===== src/design/pcd_pkg.sv =====
// Package with constants, register map and state types of the clock divider logic
package pcd_pkg;

   // Structure sizes
   localparam int NUM_DIV = 5;
   localparam int CNT_W = 10;

   // Counter limits: 1..512 for all, 1..256 for non-50% output dividers
   localparam logic [9:0] CNT_MIN = 10'h001;
   localparam logic [9:0] CNT_TOP = 10'h200;
   localparam logic [9:0] NON50_TOP = 10'h100;

   // Register byte addresses
   localparam logic [7:0] ADR_PRE = 8'h00;
   localparam logic [7:0] ADR_FB = 8'h04;
   localparam logic [7:0] ADR_STAT = 8'h08;
   localparam logic [7:0] ADR_DIV0 = 8'h10;
   localparam logic [7:0] ADR_STEP = 8'h04;

   // Field positions
   localparam int STAT_CASC_LSB = 0;
   localparam int STAT_ERR_BIT = 8;
   localparam int DIV_HI_LSB = 0;
   localparam int DIV_LO_LSB = 9;
   localparam int DIV_BYP_BIT = 18;

   // Reset values
   localparam logic [9:0] PRE_RST = 10'h001;
   localparam logic [9:0] FB_RST = 10'h001;
   localparam logic [8:0] HI_RST = 9'h001;
   localparam logic [8:0] LO_RST = 9'h001;
   localparam logic BYP_RST = 1'b0;

   // Timing of the oscillator clock
   localparam int CLK_PERIOD_NS = 40;

   // One output divider setting, laid out as its register word
   typedef struct packed {
      logic byp;
      logic [8:0] lo;
      logic [8:0] hi;
   } pcd_div_cfg_s;

   // State of the top module
   typedef struct packed {
      logic [9:0] pre_val;
      logic [9:0] fb_val;
      pcd_div_cfg_s [NUM_DIV-1:0] div;
      logic err;
      logic ack;
      logic [31:0] rdat;
      logic [2:0] ref_sync;
      logic [9:0] pre_cnt;
      logic [9:0] fb_cnt;
      logic ref_tick;
      logic fb_tick;
   } pcd_top_s;

   // State of one output divider
   typedef struct packed {
      logic [9:0] cnt;
      logic level;
   } pcd_div_s;

endpackage


===== src/design/pcd_out_div.sv =====
// Output post-scale divider with separate high and low counts
`timescale 1ns/1ps
module pcd_out_div (
   // Clock and reset
   input wire logic clk_i,
   input wire logic rst_n_i,
   // Setting and input rate
   input wire pcd_pkg::pcd_div_cfg_s cfg_i,
   input wire logic en_i,
   // Output level and period boundary
   output logic level_o,
   output logic tick_o
);

   pcd_pkg::pcd_div_s s_reg;
   pcd_pkg::pcd_div_s s_next;
   logic [9:0] total;
   logic tick;

   // Ratio is the sum of both counts
   assign total = {1'b0, cfg_i.hi} + {1'b0, cfg_i.lo};

   // Count input events; high for hi events, then low for lo events
   always_comb begin
      s_next = s_reg;
      tick = 1'b0;
      if (en_i) begin
         if (cfg_i.byp) begin
            s_next.cnt = '0;
            tick = 1'b1;
         end else if (s_reg.cnt >= total - 10'h001) begin
            // Also wraps at once when a smaller ratio is loaded mid-period
            s_next.cnt = '0;
            tick = 1'b1;
         end else begin
            s_next.cnt = s_reg.cnt + 10'h001;
         end
      end
      if (cfg_i.byp) begin
         s_next.level = en_i;
      end else begin
         s_next.level = (s_next.cnt < {1'b0, cfg_i.hi});
      end
   end

   // State register
   always_ff @(posedge clk_i or negedge rst_n_i) begin
      if (!rst_n_i) begin
         s_reg <= '0;
      end else begin
         s_reg <= s_next;
      end
   end

   assign level_o = s_reg.level;
   assign tick_o = tick;

   // Checking helpers: input events since the last boundary, and setting changes
   logic [9:0] gap_q;
   logic chg_q;
   pcd_pkg::pcd_div_cfg_s cfg_q;
   always_ff @(posedge clk_i or negedge rst_n_i) begin
      if (!rst_n_i) begin
         gap_q <= '0;
         chg_q <= 1'b1;
         cfg_q <= '0;
      end else begin
         cfg_q <= cfg_i;
         if (tick) begin
            gap_q <= '0;
            chg_q <= 1'b0;
         end else begin
            if (en_i) begin
               gap_q <= gap_q + 10'h001;
            end
            if (cfg_i != cfg_q) begin
               chg_q <= 1'b1;
            end
         end
      end
   end

   div_period_a: assert property (@(posedge clk_i) disable iff (!rst_n_i)
      (tick && !cfg_i.byp && !chg_q && cfg_i == cfg_q) |-> gap_q == total - 10'h001)
      else $error("divider period differs from high plus low");

   bypass_pass_a: assert property (@(posedge clk_i) disable iff (!rst_n_i)
      (cfg_i.byp && $stable(cfg_i.byp)) |=> level_o == $past(en_i))
      else $error("bypassed divider does not pass its input");

endmodule


===== src/design/pcd_clk_div_top.sv =====
// Counter logic of the frequency synthesizer: pre-scale, feedback and output dividers
// Behaviour
// - One pre-scale and one feedback counter, 1..512.
// - Pre-scale divider divides only, no duty.
// - Five independent output dividers per synthesizer.
// - Output divider 1..512 at 50% duty; the code gives 50% only at even ratios 2..512, with high equal to low.
// - Non-50% duty limits divider to 1..256.
// - Divide ratio is high plus low count.
// - Oscillator runs at input times M over N.
// - Each output has its own oscillator divider.
// - Output dividers may chain beyond 512.
// - Chained dividers divide by product of settings.
// - Cascading fixed at build, not by software.
// - Duty set by separate high and low counts.
// - Duty step is 50% over divide value; the code steps by whole counts, 100% over the ratio.
// - Only divider zero drives external clock output.
//
// The Wishbone interface to the registers and the placing of the registers were left to the implementer.
`timescale 1ns/1ps
module pcd_clk_div_top #(
   // Bit k set: divider k counts the boundaries of divider k-1 (bit 0 unused)
   parameter logic [4:0] CASCADE = 5'h00
) (
   // Clock and reset; clk_i stands for the oscillator clock
   input wire logic clk_i,
   input wire logic rst_n_i,
   // Wishbone slave
   input wire logic wb_cyc_i,
   input wire logic wb_stb_i,
   input wire logic wb_we_i,
   input wire logic [7:0] wb_adr_i,
   input wire logic [31:0] wb_dat_i,
   input wire logic [3:0] wb_sel_i,
   output logic [31:0] wb_dat_o,
   output logic wb_ack_o,
   // Reference clock pin
   input wire logic ref_clk_i,
   // Phase detector side
   output logic ref_div_tick_o,
   output logic fb_div_tick_o,
   // Clock outputs
   output logic [4:0] global_clock_network_o,
   output logic ext_clk_o
);

   pcd_pkg::pcd_top_s s_reg;
   pcd_pkg::pcd_top_s s_next;
   logic [4:0] div_en;
   logic [4:0] div_tick;
   logic [4:0] div_level;
   logic ref_edge;
   logic bus_req;
   logic [31:0] wr_word;
   logic [31:0] old_word;
   logic err_set;
   logic err_clr;

   // Register map, byte addresses, address bits 1:0 ignored:
   //   0x00 pre-scale value N, bits 9:0, 1..512
   //   0x04 feedback value M, bits 9:0, 1..512
   //   0x08 status: bits 4:0 build-time cascade map (bit 0 always 0),
   //        bit 8 sticky error, write one to clear; a new error in that cycle wins
   //   0x10 + 4k output divider k: bits 8:0 high count, bits 17:9 low count,
   //        bit 18 bypass (divide by one)
   // Every access is answered one cycle after it is taken; out-of-range values
   // are acknowledged, dropped and flagged, so the running ratio never goes bad.
   // Unmapped words read zero and ignore writes.

   // Keep only the bytes that sel enables
   function automatic logic [31:0] merge(input logic [31:0] old, input logic [31:0] dat,
                                         input logic [3:0] sel);
      logic [31:0] res;
      res = old;
      for (int b = 0; b < 4; b++) begin
         if (sel[b]) begin
            res[b*8 +: 8] = dat[b*8 +: 8];
         end
      end
      return res;
   endfunction

   // Range check of a pre-scale or feedback value
   function automatic logic range_ok(input logic [9:0] v);
      return (v >= pcd_pkg::CNT_MIN) && (v <= pcd_pkg::CNT_TOP);
   endfunction

   // Range check of an output divider setting
   function automatic logic div_ok(input pcd_pkg::pcd_div_cfg_s c);
      logic [9:0] sum;
      sum = {1'b0, c.hi} + {1'b0, c.lo};
      if (c.byp) begin
         return 1'b1;
      end
      if (c.hi == 9'h000 || c.lo == 9'h000) begin
         return 1'b0;
      end
      if (c.hi == c.lo) begin
         return sum <= pcd_pkg::CNT_TOP;
      end
      return sum <= pcd_pkg::NON50_TOP;
   endfunction

   // Register word at the current address
   function automatic logic [31:0] read_word(input pcd_pkg::pcd_top_s s, input logic [7:0] a);
      logic [31:0] w;
      w = 32'h0000_0000;
      if (a == pcd_pkg::ADR_PRE) begin
         w[9:0] = s.pre_val;
      end else if (a == pcd_pkg::ADR_FB) begin
         w[9:0] = s.fb_val;
      end else if (a == pcd_pkg::ADR_STAT) begin
         w[pcd_pkg::STAT_CASC_LSB +: 5] = {CASCADE[4:1], 1'b0};
         w[pcd_pkg::STAT_ERR_BIT] = s.err;
      end else begin
         for (int k = 0; k < pcd_pkg::NUM_DIV; k++) begin
            if (a == pcd_pkg::ADR_DIV0 + pcd_pkg::ADR_STEP * 8'(k)) begin
               w[18:0] = s.div[k];
            end
         end
      end
      return w;
   endfunction

   assign bus_req = wb_cyc_i && wb_stb_i && !s_reg.ack;
   // Second synchroniser flop against the third one gives the rising edge
   assign ref_edge = s_reg.ref_sync[1] && !s_reg.ref_sync[2];
   assign old_word = read_word(s_reg, {wb_adr_i[7:2], 2'b00});
   assign wr_word = merge(old_word, wb_dat_i, wb_sel_i);

   // Next state: synchroniser, pre-scale and feedback counters, registers
   always_comb begin
      s_next = s_reg;
      err_set = 1'b0;
      err_clr = 1'b0;
      s_next.ack = 1'b0;
      s_next.ref_sync = {s_reg.ref_sync[1:0], ref_clk_i};

      // Pre-scale: one tick every N reference edges, no duty setting
      s_next.ref_tick = 1'b0;
      if (ref_edge) begin
         if (s_reg.pre_cnt >= s_reg.pre_val - 10'h001) begin
            s_next.pre_cnt = '0;
            s_next.ref_tick = 1'b1;
         end else begin
            s_next.pre_cnt = s_reg.pre_cnt + 10'h001;
         end
      end

      // Feedback: one tick every M oscillator cycles; the loop matches it to ref_tick
      s_next.fb_tick = 1'b0;
      if (s_reg.fb_cnt >= s_reg.fb_val - 10'h001) begin
         s_next.fb_cnt = '0;
         s_next.fb_tick = 1'b1;
      end else begin
         s_next.fb_cnt = s_reg.fb_cnt + 10'h001;
      end

      // Wishbone: answer every request one cycle later, unmapped reads give zero
      if (bus_req) begin
         s_next.ack = 1'b1;
         s_next.rdat = old_word;
         if (wb_we_i) begin
            case ({wb_adr_i[7:2], 2'b00})
               pcd_pkg::ADR_PRE: begin
                  if (range_ok(wr_word[9:0])) begin
                     s_next.pre_val = wr_word[9:0];
                  end else begin
                     err_set = 1'b1;
                  end
               end
               pcd_pkg::ADR_FB: begin
                  if (range_ok(wr_word[9:0])) begin
                     s_next.fb_val = wr_word[9:0];
                  end else begin
                     err_set = 1'b1;
                  end
               end
               pcd_pkg::ADR_STAT: begin
                  // Cascade bits are read only; only the error flag clears
                  err_clr = wb_sel_i[1] && wb_dat_i[pcd_pkg::STAT_ERR_BIT];
               end
               default: begin
                  for (int k = 0; k < pcd_pkg::NUM_DIV; k++) begin
                     if ({wb_adr_i[7:2], 2'b00} == pcd_pkg::ADR_DIV0
                         + pcd_pkg::ADR_STEP * 8'(k)) begin
                        // Rejected setting keeps the old one, so no bad ratio runs
                        if (div_ok(wr_word[18:0])) begin
                           s_next.div[k] = wr_word[18:0];
                        end else begin
                           err_set = 1'b1;
                        end
                     end
                  end
               end
            endcase
         end
      end
      // A new error in the clearing cycle is kept
      s_next.err = (s_reg.err && !err_clr) || err_set;
   end

   // State register
   always_ff @(posedge clk_i or negedge rst_n_i) begin
      if (!rst_n_i) begin
         s_reg <= '0;
         s_reg.pre_val <= pcd_pkg::PRE_RST;
         s_reg.fb_val <= pcd_pkg::FB_RST;
         for (int k = 0; k < pcd_pkg::NUM_DIV; k++) begin
            s_reg.div[k] <= {pcd_pkg::BYP_RST, pcd_pkg::LO_RST, pcd_pkg::HI_RST};
         end
      end else begin
         s_reg <= s_next;
      end
   end

   // Five output dividers; each counts the oscillator or, when chained, its neighbour
   generate
      for (genvar k = 0; k < pcd_pkg::NUM_DIV; k++) begin : g_div
         if (k == 0) begin : g_first
            assign div_en[k] = 1'b1;
         end else begin : g_next
            // Fixed at build time, so a chain cannot break mid-run
            assign div_en[k] = CASCADE[k] ? div_tick[k-1] : 1'b1;
         end
         pcd_out_div u_div (
            .clk_i(clk_i),
            .rst_n_i(rst_n_i),
            .cfg_i(s_reg.div[k]),
            .en_i(div_en[k]),
            .level_o(div_level[k]),
            .tick_o(div_tick[k])
         );
      end
   endgenerate

   // Outputs
   assign wb_ack_o = s_reg.ack;
   assign wb_dat_o = s_reg.rdat;
   assign ref_div_tick_o = s_reg.ref_tick;
   assign fb_div_tick_o = s_reg.fb_tick;
   assign global_clock_network_o = div_level;
   assign ext_clk_o = div_level[0];

   // Checks on the bus, the counters and the outputs; each watches what the
   // logic above drives and is switched off while reset is applied
   // Acknowledge is a single-cycle pulse
   ack_single_a: assert property (@(posedge clk_i) disable iff (!rst_n_i)
      wb_ack_o |=> !wb_ack_o)
      else $error("ack held for more than one cycle");

   // Every taken request is answered on the next edge
   ack_reply_a: assert property (@(posedge clk_i) disable iff (!rst_n_i)
      (wb_cyc_i && wb_stb_i && !wb_ack_o) |=> wb_ack_o)
      else $error("request not answered in one cycle");

   // The dedicated pin carries divider zero and nothing else
   ext_clock_a: assert property (@(posedge clk_i) disable iff (!rst_n_i)
      ext_clk_o == global_clock_network_o[0])
      else $error("external clock not from divider zero");

   // Pre-scale values outside 1..512 are flagged and dropped
   pre_range_a: assert property (@(posedge clk_i) disable iff (!rst_n_i)
      (bus_req && wb_we_i && wb_adr_i[7:2] == 6'h00 && wb_sel_i[1:0] == 2'h3
       && (wb_dat_i[9:0] == 10'h000 || wb_dat_i[9:0] > 10'h200))
      |=> s_reg.err && $stable(s_reg.pre_val))
      else $error("out of range pre-scale value accepted");

   // The Nth reference edge gives the tick and restarts the count
   pre_tick_a: assert property (@(posedge clk_i) disable iff (!rst_n_i)
      (ref_edge && s_reg.pre_cnt == s_reg.pre_val - 10'h001)
      |=> ref_div_tick_o && s_reg.pre_cnt == 10'h000)
      else $error("pre-scale tick missing after N edges");

   // With M of one the feedback tick stands on every cycle
   fb_one_a: assert property (@(posedge clk_i) disable iff (!rst_n_i)
      (s_reg.fb_val == 10'h001) [*2] |=> fb_div_tick_o)
      else $error("feedback of one does not tick every cycle");

   // Cascade map reads back as built, whatever was written
   casc_read_a: assert property (@(posedge clk_i) disable iff (!rst_n_i)
      (bus_req && !wb_we_i && wb_adr_i[7:2] == 6'h02)
      |=> wb_dat_o[4:0] == {CASCADE[4:1], 1'b0})
      else $error("cascade readback differs from build setting");

   // Uneven counts summing past 256 are refused on divider zero
   non50_a: assert property (@(posedge clk_i) disable iff (!rst_n_i)
      (bus_req && wb_we_i && wb_adr_i[7:2] == 6'h04 && wb_sel_i == 4'hf && !wb_dat_i[18]
       && wb_dat_i[8:0] != wb_dat_i[17:9]
       && ({1'b0, wb_dat_i[8:0]} + {1'b0, wb_dat_i[17:9]}) > 10'h100)
      |=> $stable(s_reg.div[0]) && s_reg.err)
      else $error("non-50 percent setting above 256 accepted");

   // A feedback value outside 1..512 is flagged and dropped
   fb_range_a: assert property (@(posedge clk_i) disable iff (!rst_n_i)
      (bus_req && wb_we_i && wb_adr_i[7:2] == 6'h01 && wb_sel_i[1:0] == 2'h3
       && (wb_dat_i[9:0] == 10'h000 || wb_dat_i[9:0] > 10'h200))
      |=> s_reg.err && $stable(s_reg.fb_val))
      else $error("out of range feedback value accepted");

   // Read data of the pre-scale word is the stored value, upper bits zero
   pre_read_a: assert property (@(posedge clk_i) disable iff (!rst_n_i)
      (bus_req && !wb_we_i && wb_adr_i[7:2] == 6'h00)
      |=> wb_dat_o == {22'h000000, s_reg.pre_val})
      else $error("pre-scale readback differs from stored value");

   // Words past the last divider read zero
   unmapped_zero_a: assert property (@(posedge clk_i) disable iff (!rst_n_i)
      (bus_req && !wb_we_i && wb_adr_i[7:2] > 6'h08)
      |=> wb_dat_o == 32'h0000_0000)
      else $error("unmapped word reads non-zero");

   // Read data holds until the next request is taken
   rdat_hold_a: assert property (@(posedge clk_i) disable iff (!rst_n_i)
      !bus_req |=> $stable(wb_dat_o))
      else $error("read data changed without a request");

   // The error flag stays until software clears it
   err_sticky_a: assert property (@(posedge clk_i) disable iff (!rst_n_i)
      (s_reg.err && !err_clr) |=> s_reg.err)
      else $error("error flag lost without a clear");

   // A new error is never lost
   err_wins_a: assert property (@(posedge clk_i) disable iff (!rst_n_i)
      err_set |=> s_reg.err)
      else $error("new error not flagged");

   // Reference edges are two cycles apart at least, so the tick lasts one cycle
   ref_single_a: assert property (@(posedge clk_i) disable iff (!rst_n_i)
      ref_div_tick_o |=> !ref_div_tick_o)
      else $error("pre-scale tick longer than one cycle");

   // Pre-scale count stays below N while N is unchanged
   pre_count_a: assert property (@(posedge clk_i) disable iff (!rst_n_i)
      (s_reg.pre_cnt < s_reg.pre_val) ##1 $stable(s_reg.pre_val)
      |-> s_reg.pre_cnt < s_reg.pre_val)
      else $error("pre-scale count ran past N");

   // Feedback count stays below M while M is unchanged
   fb_count_a: assert property (@(posedge clk_i) disable iff (!rst_n_i)
      (s_reg.fb_cnt < s_reg.fb_val) ##1 $stable(s_reg.fb_val)
      |-> s_reg.fb_cnt < s_reg.fb_val)
      else $error("feedback count ran past M");

   // A bypass setting is always accepted, whatever the counts
   byp_accept_a: assert property (@(posedge clk_i) disable iff (!rst_n_i)
      (bus_req && wb_we_i && wb_adr_i[7:2] == 6'h08 && wb_sel_i == 4'hf && wb_dat_i[18])
      |=> s_reg.div[4].byp)
      else $error("bypass setting refused");

endmodule


===== config.mk =====
export PLATFORM = sky130hd
export DESIGN_NAME = pcd_clk_div_top
export DESIGN_NICKNAME = d
export VERILOG_FILES = /design/src/design/pcd_pkg.sv /design/src/design/pcd_out_div.sv /design/src/design/pcd_clk_div_top.sv
export SDC_FILE = /design/constraint.sdc
export NUM_CORES = 1
export LEC_CHECK = 0
export BUFFER_PORTS_ARGS = -buffer_cell sky130_fd_sc_hd__buf_4
export CORE_ASPECT_RATIO = 0.7
export CORE_MARGIN = 5
export CORE_UTILIZATION = 58
export CTS_BUF_LIST = sky130_fd_sc_hd__clkbuf_2
export DETAILED_ROUTE_END_ITERATION = 12
export GPL_TIMING_DRIVEN = 0
export PLACE_DENSITY = 0.79
export SETUP_SLACK_MARGIN = 0.15
export SKIP_LAST_GASP = 1
export SLEW_MARGIN = 5
export SYNTH_ARGS = -nofsm -noshare
export SYNTH_HDL_FRONTEND = slang
export SYNTH_SLANG_ARGS = --single-unit
export TNS_END_PERCENT = 1

===== constraint.sdc =====
create_clock -name clk_i -period 5.6 [get_ports clk_i]
set_clock_uncertainty 0.2 [all_clocks]
set_input_delay 0.56 -clock clk_i [delete_from_list [all_inputs] [get_ports clk_i]]
set_output_delay 0.56 -clock clk_i [all_outputs]
set_load 0.01 [all_outputs]

==> summary by stage <==
Global routing
The first global-routing pass estimated 69700 um of wire. The initial antenna violation count is 1. The global-route usage over all layers is 0.278. The largest net degree at the start of global routing is 115. For this run the aggregate overflow at the end of global routing stands at 0. The via count of the first global-routing pass is 13100.

Drt
The antenna violation net count after detailed routing is 0. For this run, design rule violations remaining after detail routing come to 0. Before antenna repair, the detailed router went through 6 iterations. The detailed router finished its first iteration with 1178 violations.

After detailed routing, the number of vias per cell comes to 5.80. The routed layout has 13000 vias. The per-cell routed wire length is 19.6 um. For this block, the routed nets add up to 44100 um of wire.

Clocking
The insertion delay to the later sink of the worst-skew pair is 960 ps. In this run the number of H-tree levels came out at 2. The clock passes through at most 3 buffers. Clock-pin slew was measured on the worst setup and hold paths at 120 ps.

TritonCTS built the clock tree. The buffer type at the clock tree root is sky130_fd_sc_hd__clkbuf_2. Clock tree synthesis found a total of 216 sinks. The number of buffers inserted during clock tree synthesis is 56.

Power and ir drop
The internal power of the cells totals 2.69 mW. Of the total power, the share spent switching nets is 0.358. Across the VDD grid, the largest voltage drop is 0.000157 V. The analysis attributes to net switching a power of 1.50 mW.

Of the total power, combinational logic draws 0.297. Of the total power, the clock network draws 0.287. The proportion of power drawn by flip-flops and latches is 0.415.

Summed over all cells, the static leakage comes to 9.33 nW. For this design the ratio of total power to cell area is 227 mW/mm2.

Yosys
The share of flip-flops with an asynchronous set or reset after synthesis is 1.00. A synthesized cell averages 9.80 um2. The combinational family with the most area after synthesis is adder cells. The number of cells produced by synthesis is 1664. The top flip-flop cell by instance count after synthesis is sky130_fd_sc_hd__dfrtp_1.

Counting flops and latches in the post-synthesis netlist gives 216. The count of flip-flops with a built-in enable after synthesis is 0. By area the synthesized netlist is led by sky130_fd_sc_hd__dfrtp_1, sky130_fd_sc_hd__ha_1, sky130_fd_sc_hd__inv_1. After synthesis, the share of cell area in mux cells is 0.112. The share of synthesized cell area in full adder, half adder and majority cells is 0.171.

The area fraction in compound gates after synthesis was 0.125. The library cell occupying the most area in the post-synthesis netlist is sky130_fd_sc_hd__dfrtp_1. The post-synthesis share of cell area spent on and, or, nand and nor gates is 0.113. The count of unique library cells instantiated by Yosys is 78. The sequential area share after synthesis is 0.332. The fraction of synthesized cell area in xor and xnor cells is 0.0591.

The share of the synthesized area in the top cell type is 0.313. During synthesis, Yosys emitted a total of 0 warnings. The cell area after synthesis is 0.0163 mm2.

Cells and area
The post-synthesis to final-layout area growth is 13.1%. Leaving out fill and tap cells, the most frequent cell in the layout is sky130_fd_sc_hd__inv_1. The post-route cell area is 0.0184 mm2. The flip-flop count of the largest register after layout is 137. The number of nets at the end of the flow is 2103. The final core utilization is 0.665. The library cells used most frequently in the layout, excluding fill and tap cells, are sky130_fd_sc_hd__inv_1, sky130_fd_sc_hd__ha_1, sky130_fd_sc_hd__dfrtp_1. The fraction of final layout cells sized beyond drive strength 1 is 0.224.

Timing
For the pin with the worst max-slew slack, the measured transition is 994 ps. The time the worst path needs with I/O delays and setup is 5460 ps. The number of pins with negative max-slew slack in the final report was 0. Setup repair after global routing could not meet its margin everywhere. The final count of hold timing violations came to 0. In the post-route analysis, the smallest setup slack over all paths is 136 ps.

Setup violations remaining at the end of the flow were counted as 0. The sum of negative setup slack is 0 ps. The share of the clock period used by the worst path is 0.976. The achievable clock frequency is 0.183 GHz. Headroom to the max-slew limit came out at 0.337.

Critical path
The critical path is of the input port to register type. The largest individual stage delay along the critical path comes from the cell sky130_fd_sc_hd__a21oi_2. STA classifies the critical path startpoint as an input port.

The data arrival time at the worst-slack endpoint is 6060 ps. The critical path goes through buf_6 > buf_6 > dlygate4sd3_1 > nor2_1 > nand2_1 > o2111ai_1 > nor2_1 > a21oi_2 > ha_1 > fa_2 > or3_1 > a2111oi_4 > o211ai_2 > buf_4 > a211oi_4 > buf_12 > a31oi_4 > buf_8 > mux2_4. The maximum single-stage delay on the critical path is 630 ps. The critical-path maximum fanout is 10. The capturing element type of the critical path is a register. At the worst endpoint, the required time is 6200 ps.

Floorplanning
The number of top-level pins is 91. For this configuration, the core starts out at a cell density of 0.588. The floorplan step set the die width to 210 um. The floorplan has 51 rows. The core region is 0.0278 mm2. Measured along the y axis, the die boundary spans 150 um. The die outline area is 0.0316 mm2.

Run status
The flow ran to the end, and the final reports show no timing, DRC or antenna violations.

Flow run
Across the run, the number of max-cap violations was 0.

Hold path
The path class of the tightest hold or removal check is input port to asynchronous set/reset pin.

Placed design
During placement, the flow inserted port buffers numbering 58. OpenSTA, run right after detailed placement, puts the worst setup slack at -1220 ps. The total cell area at the placement stage is 0.0173 mm2. At the end of routability-driven placement, the weighted congestion stood at 1.02. The detailed placer's ending HPWL is 32800 um.
-- worst max-delay path: cells and delay by family --
family,cells,cell delay [ps]
compound gates,6,1980
fa+ha+maj,2,780
buf+inv,6,1430
mux,1,290
simple gates,4,980
-- logic make-up after synthesis --
logic type	after synthesis
AND/OR/NAND/NOR	387
buffers and inverters	318
AO/OA/AOI/OAI	285
adder cells (fa/ha/maj)	219
flip-flops	216
multiplexers	128
XOR/XNOR	110
other	1
-- routing by layer --
metal	vias to the layer above	wire length [um]	GRT usage	share of wire
met2	593	18900	0.419	0.43
li1	6079	-	-	-
met4	0	1220	0.0842	0.028
met1	6273	19200	0.395	0.44
met5	-	0	0	0
met3	103	4780	0.0737	0.11
-- synthesized netlist by cell type (8+ instances only) --
| library cell | count |
|---|---|
| sky130_fd_sc_hd__xnor2_1 | 57 |
| sky130_fd_sc_hd__inv_1 | 241 |
| sky130_fd_sc_hd__nor2b_1 | 13 |
| sky130_fd_sc_hd__buf_2 | 8 |
| sky130_fd_sc_hd__nor2_1 | 125 |
| sky130_fd_sc_hd__mux2_2 | 56 |
| sky130_fd_sc_hd__a22o_1 | 11 |
| sky130_fd_sc_hd__a21o_1 | 30 |
| sky130_fd_sc_hd__dfrtp_1 | 204 |
| sky130_fd_sc_hd__o21ai_0 | 53 |
| sky130_fd_sc_hd__buf_4 | 40 |
| sky130_fd_sc_hd__ha_1 | 213 |
| sky130_fd_sc_hd__nand2_1 | 102 |
| sky130_fd_sc_hd__nor4_1 | 10 |
| sky130_fd_sc_hd__clkbuf_1 | 22 |
| sky130_fd_sc_hd__xor2_1 | 53 |
| sky130_fd_sc_hd__dfstp_2 | 12 |
| sky130_fd_sc_hd__o21bai_1 | 21 |
| sky130_fd_sc_hd__nand2b_1 | 14 |
| sky130_fd_sc_hd__a22oi_1 | 9 |
| sky130_fd_sc_hd__a211oi_1 | 11 |
| sky130_fd_sc_hd__and3_1 | 13 |
| sky130_fd_sc_hd__nor3_1 | 21 |
| sky130_fd_sc_hd__nand3_1 | 54 |
| sky130_fd_sc_hd__a21oi_1 | 73 |
| sky130_fd_sc_hd__mux4_2 | 18 |
| sky130_fd_sc_hd__mux2_4 | 50 |
-- final cells by class --
type	instances	area [um2]
diodes	1	2.50
clock inverters	19	126
fillers	2169	9310
clock buffers	82	410
multi-input cells	1142	9710
inverters	241	905
plain buffers	77	553
repair buffers	100	853
flip-flops and latches	216	5420
well taps	371	464
-- power by group through the flow --
stage	sequential (mW)	combinational [mW]	clock, mW
final	1.74	1.24	1.20
after global routing	1.75	1.40	1.32
after CTS	1.73	1.20	1.23
after detailed placement	1.76	1.17	0
after global placement	1.76	1.10	0
after floorplan	1.74	0.863	0
-- through the flow --
step                      hold slack, ps  power [mW]  instances
after CTS                           7.77        4.16       2230
final                               54.6        4.19       2249
after global placement               135        2.86       2105
after global routing                32.3        4.47       2249
after detailed placement             141        2.93       2106
after floorplan                     64.4        2.60       1676
-- timing repair --
action                                  in CTS  in global routing
endpoints found under the hold margin      157                 11
gates resized for setup                     17                 45
hold buffers                                22                  3
buffers inserted                             1                 15
pin swaps                                    2                 13
endpoints found under the setup margin      96                101
-- worst paths after layout --
| check | to | startpoint | slack, ps | depth (start not counted) |
|---|---|---|---|---|
| max | s_reg[126]$_DFFE_PN0P_ | wb_adr_i[3] | 140 | 19 |
| min | g_div[1].u_div.s_reg[10]$_DFF_PN0_ | rst_n_i | 50 | 2 |
| max reg2reg | s_reg[126]$_DFFE_PN0P_ | s_reg[62]$_DFFE_PN0P_ | 220 | 16 |
| min reg2reg | s_next[24]$_DFF_PN0_ | s_next[23]$_DFF_PN0_ | 160 | 0 |
| max in group asynchronous | g_div[3].u_div.s_reg[3]$_DFF_PN0_ | rst_n_i | 3990 | 3 |
| min in group clk_i | s_next[23]$_DFF_PN0_ | ref_clk_i | 120 | 2 |
No activity file was read; power rests on OpenSTA's default activity.
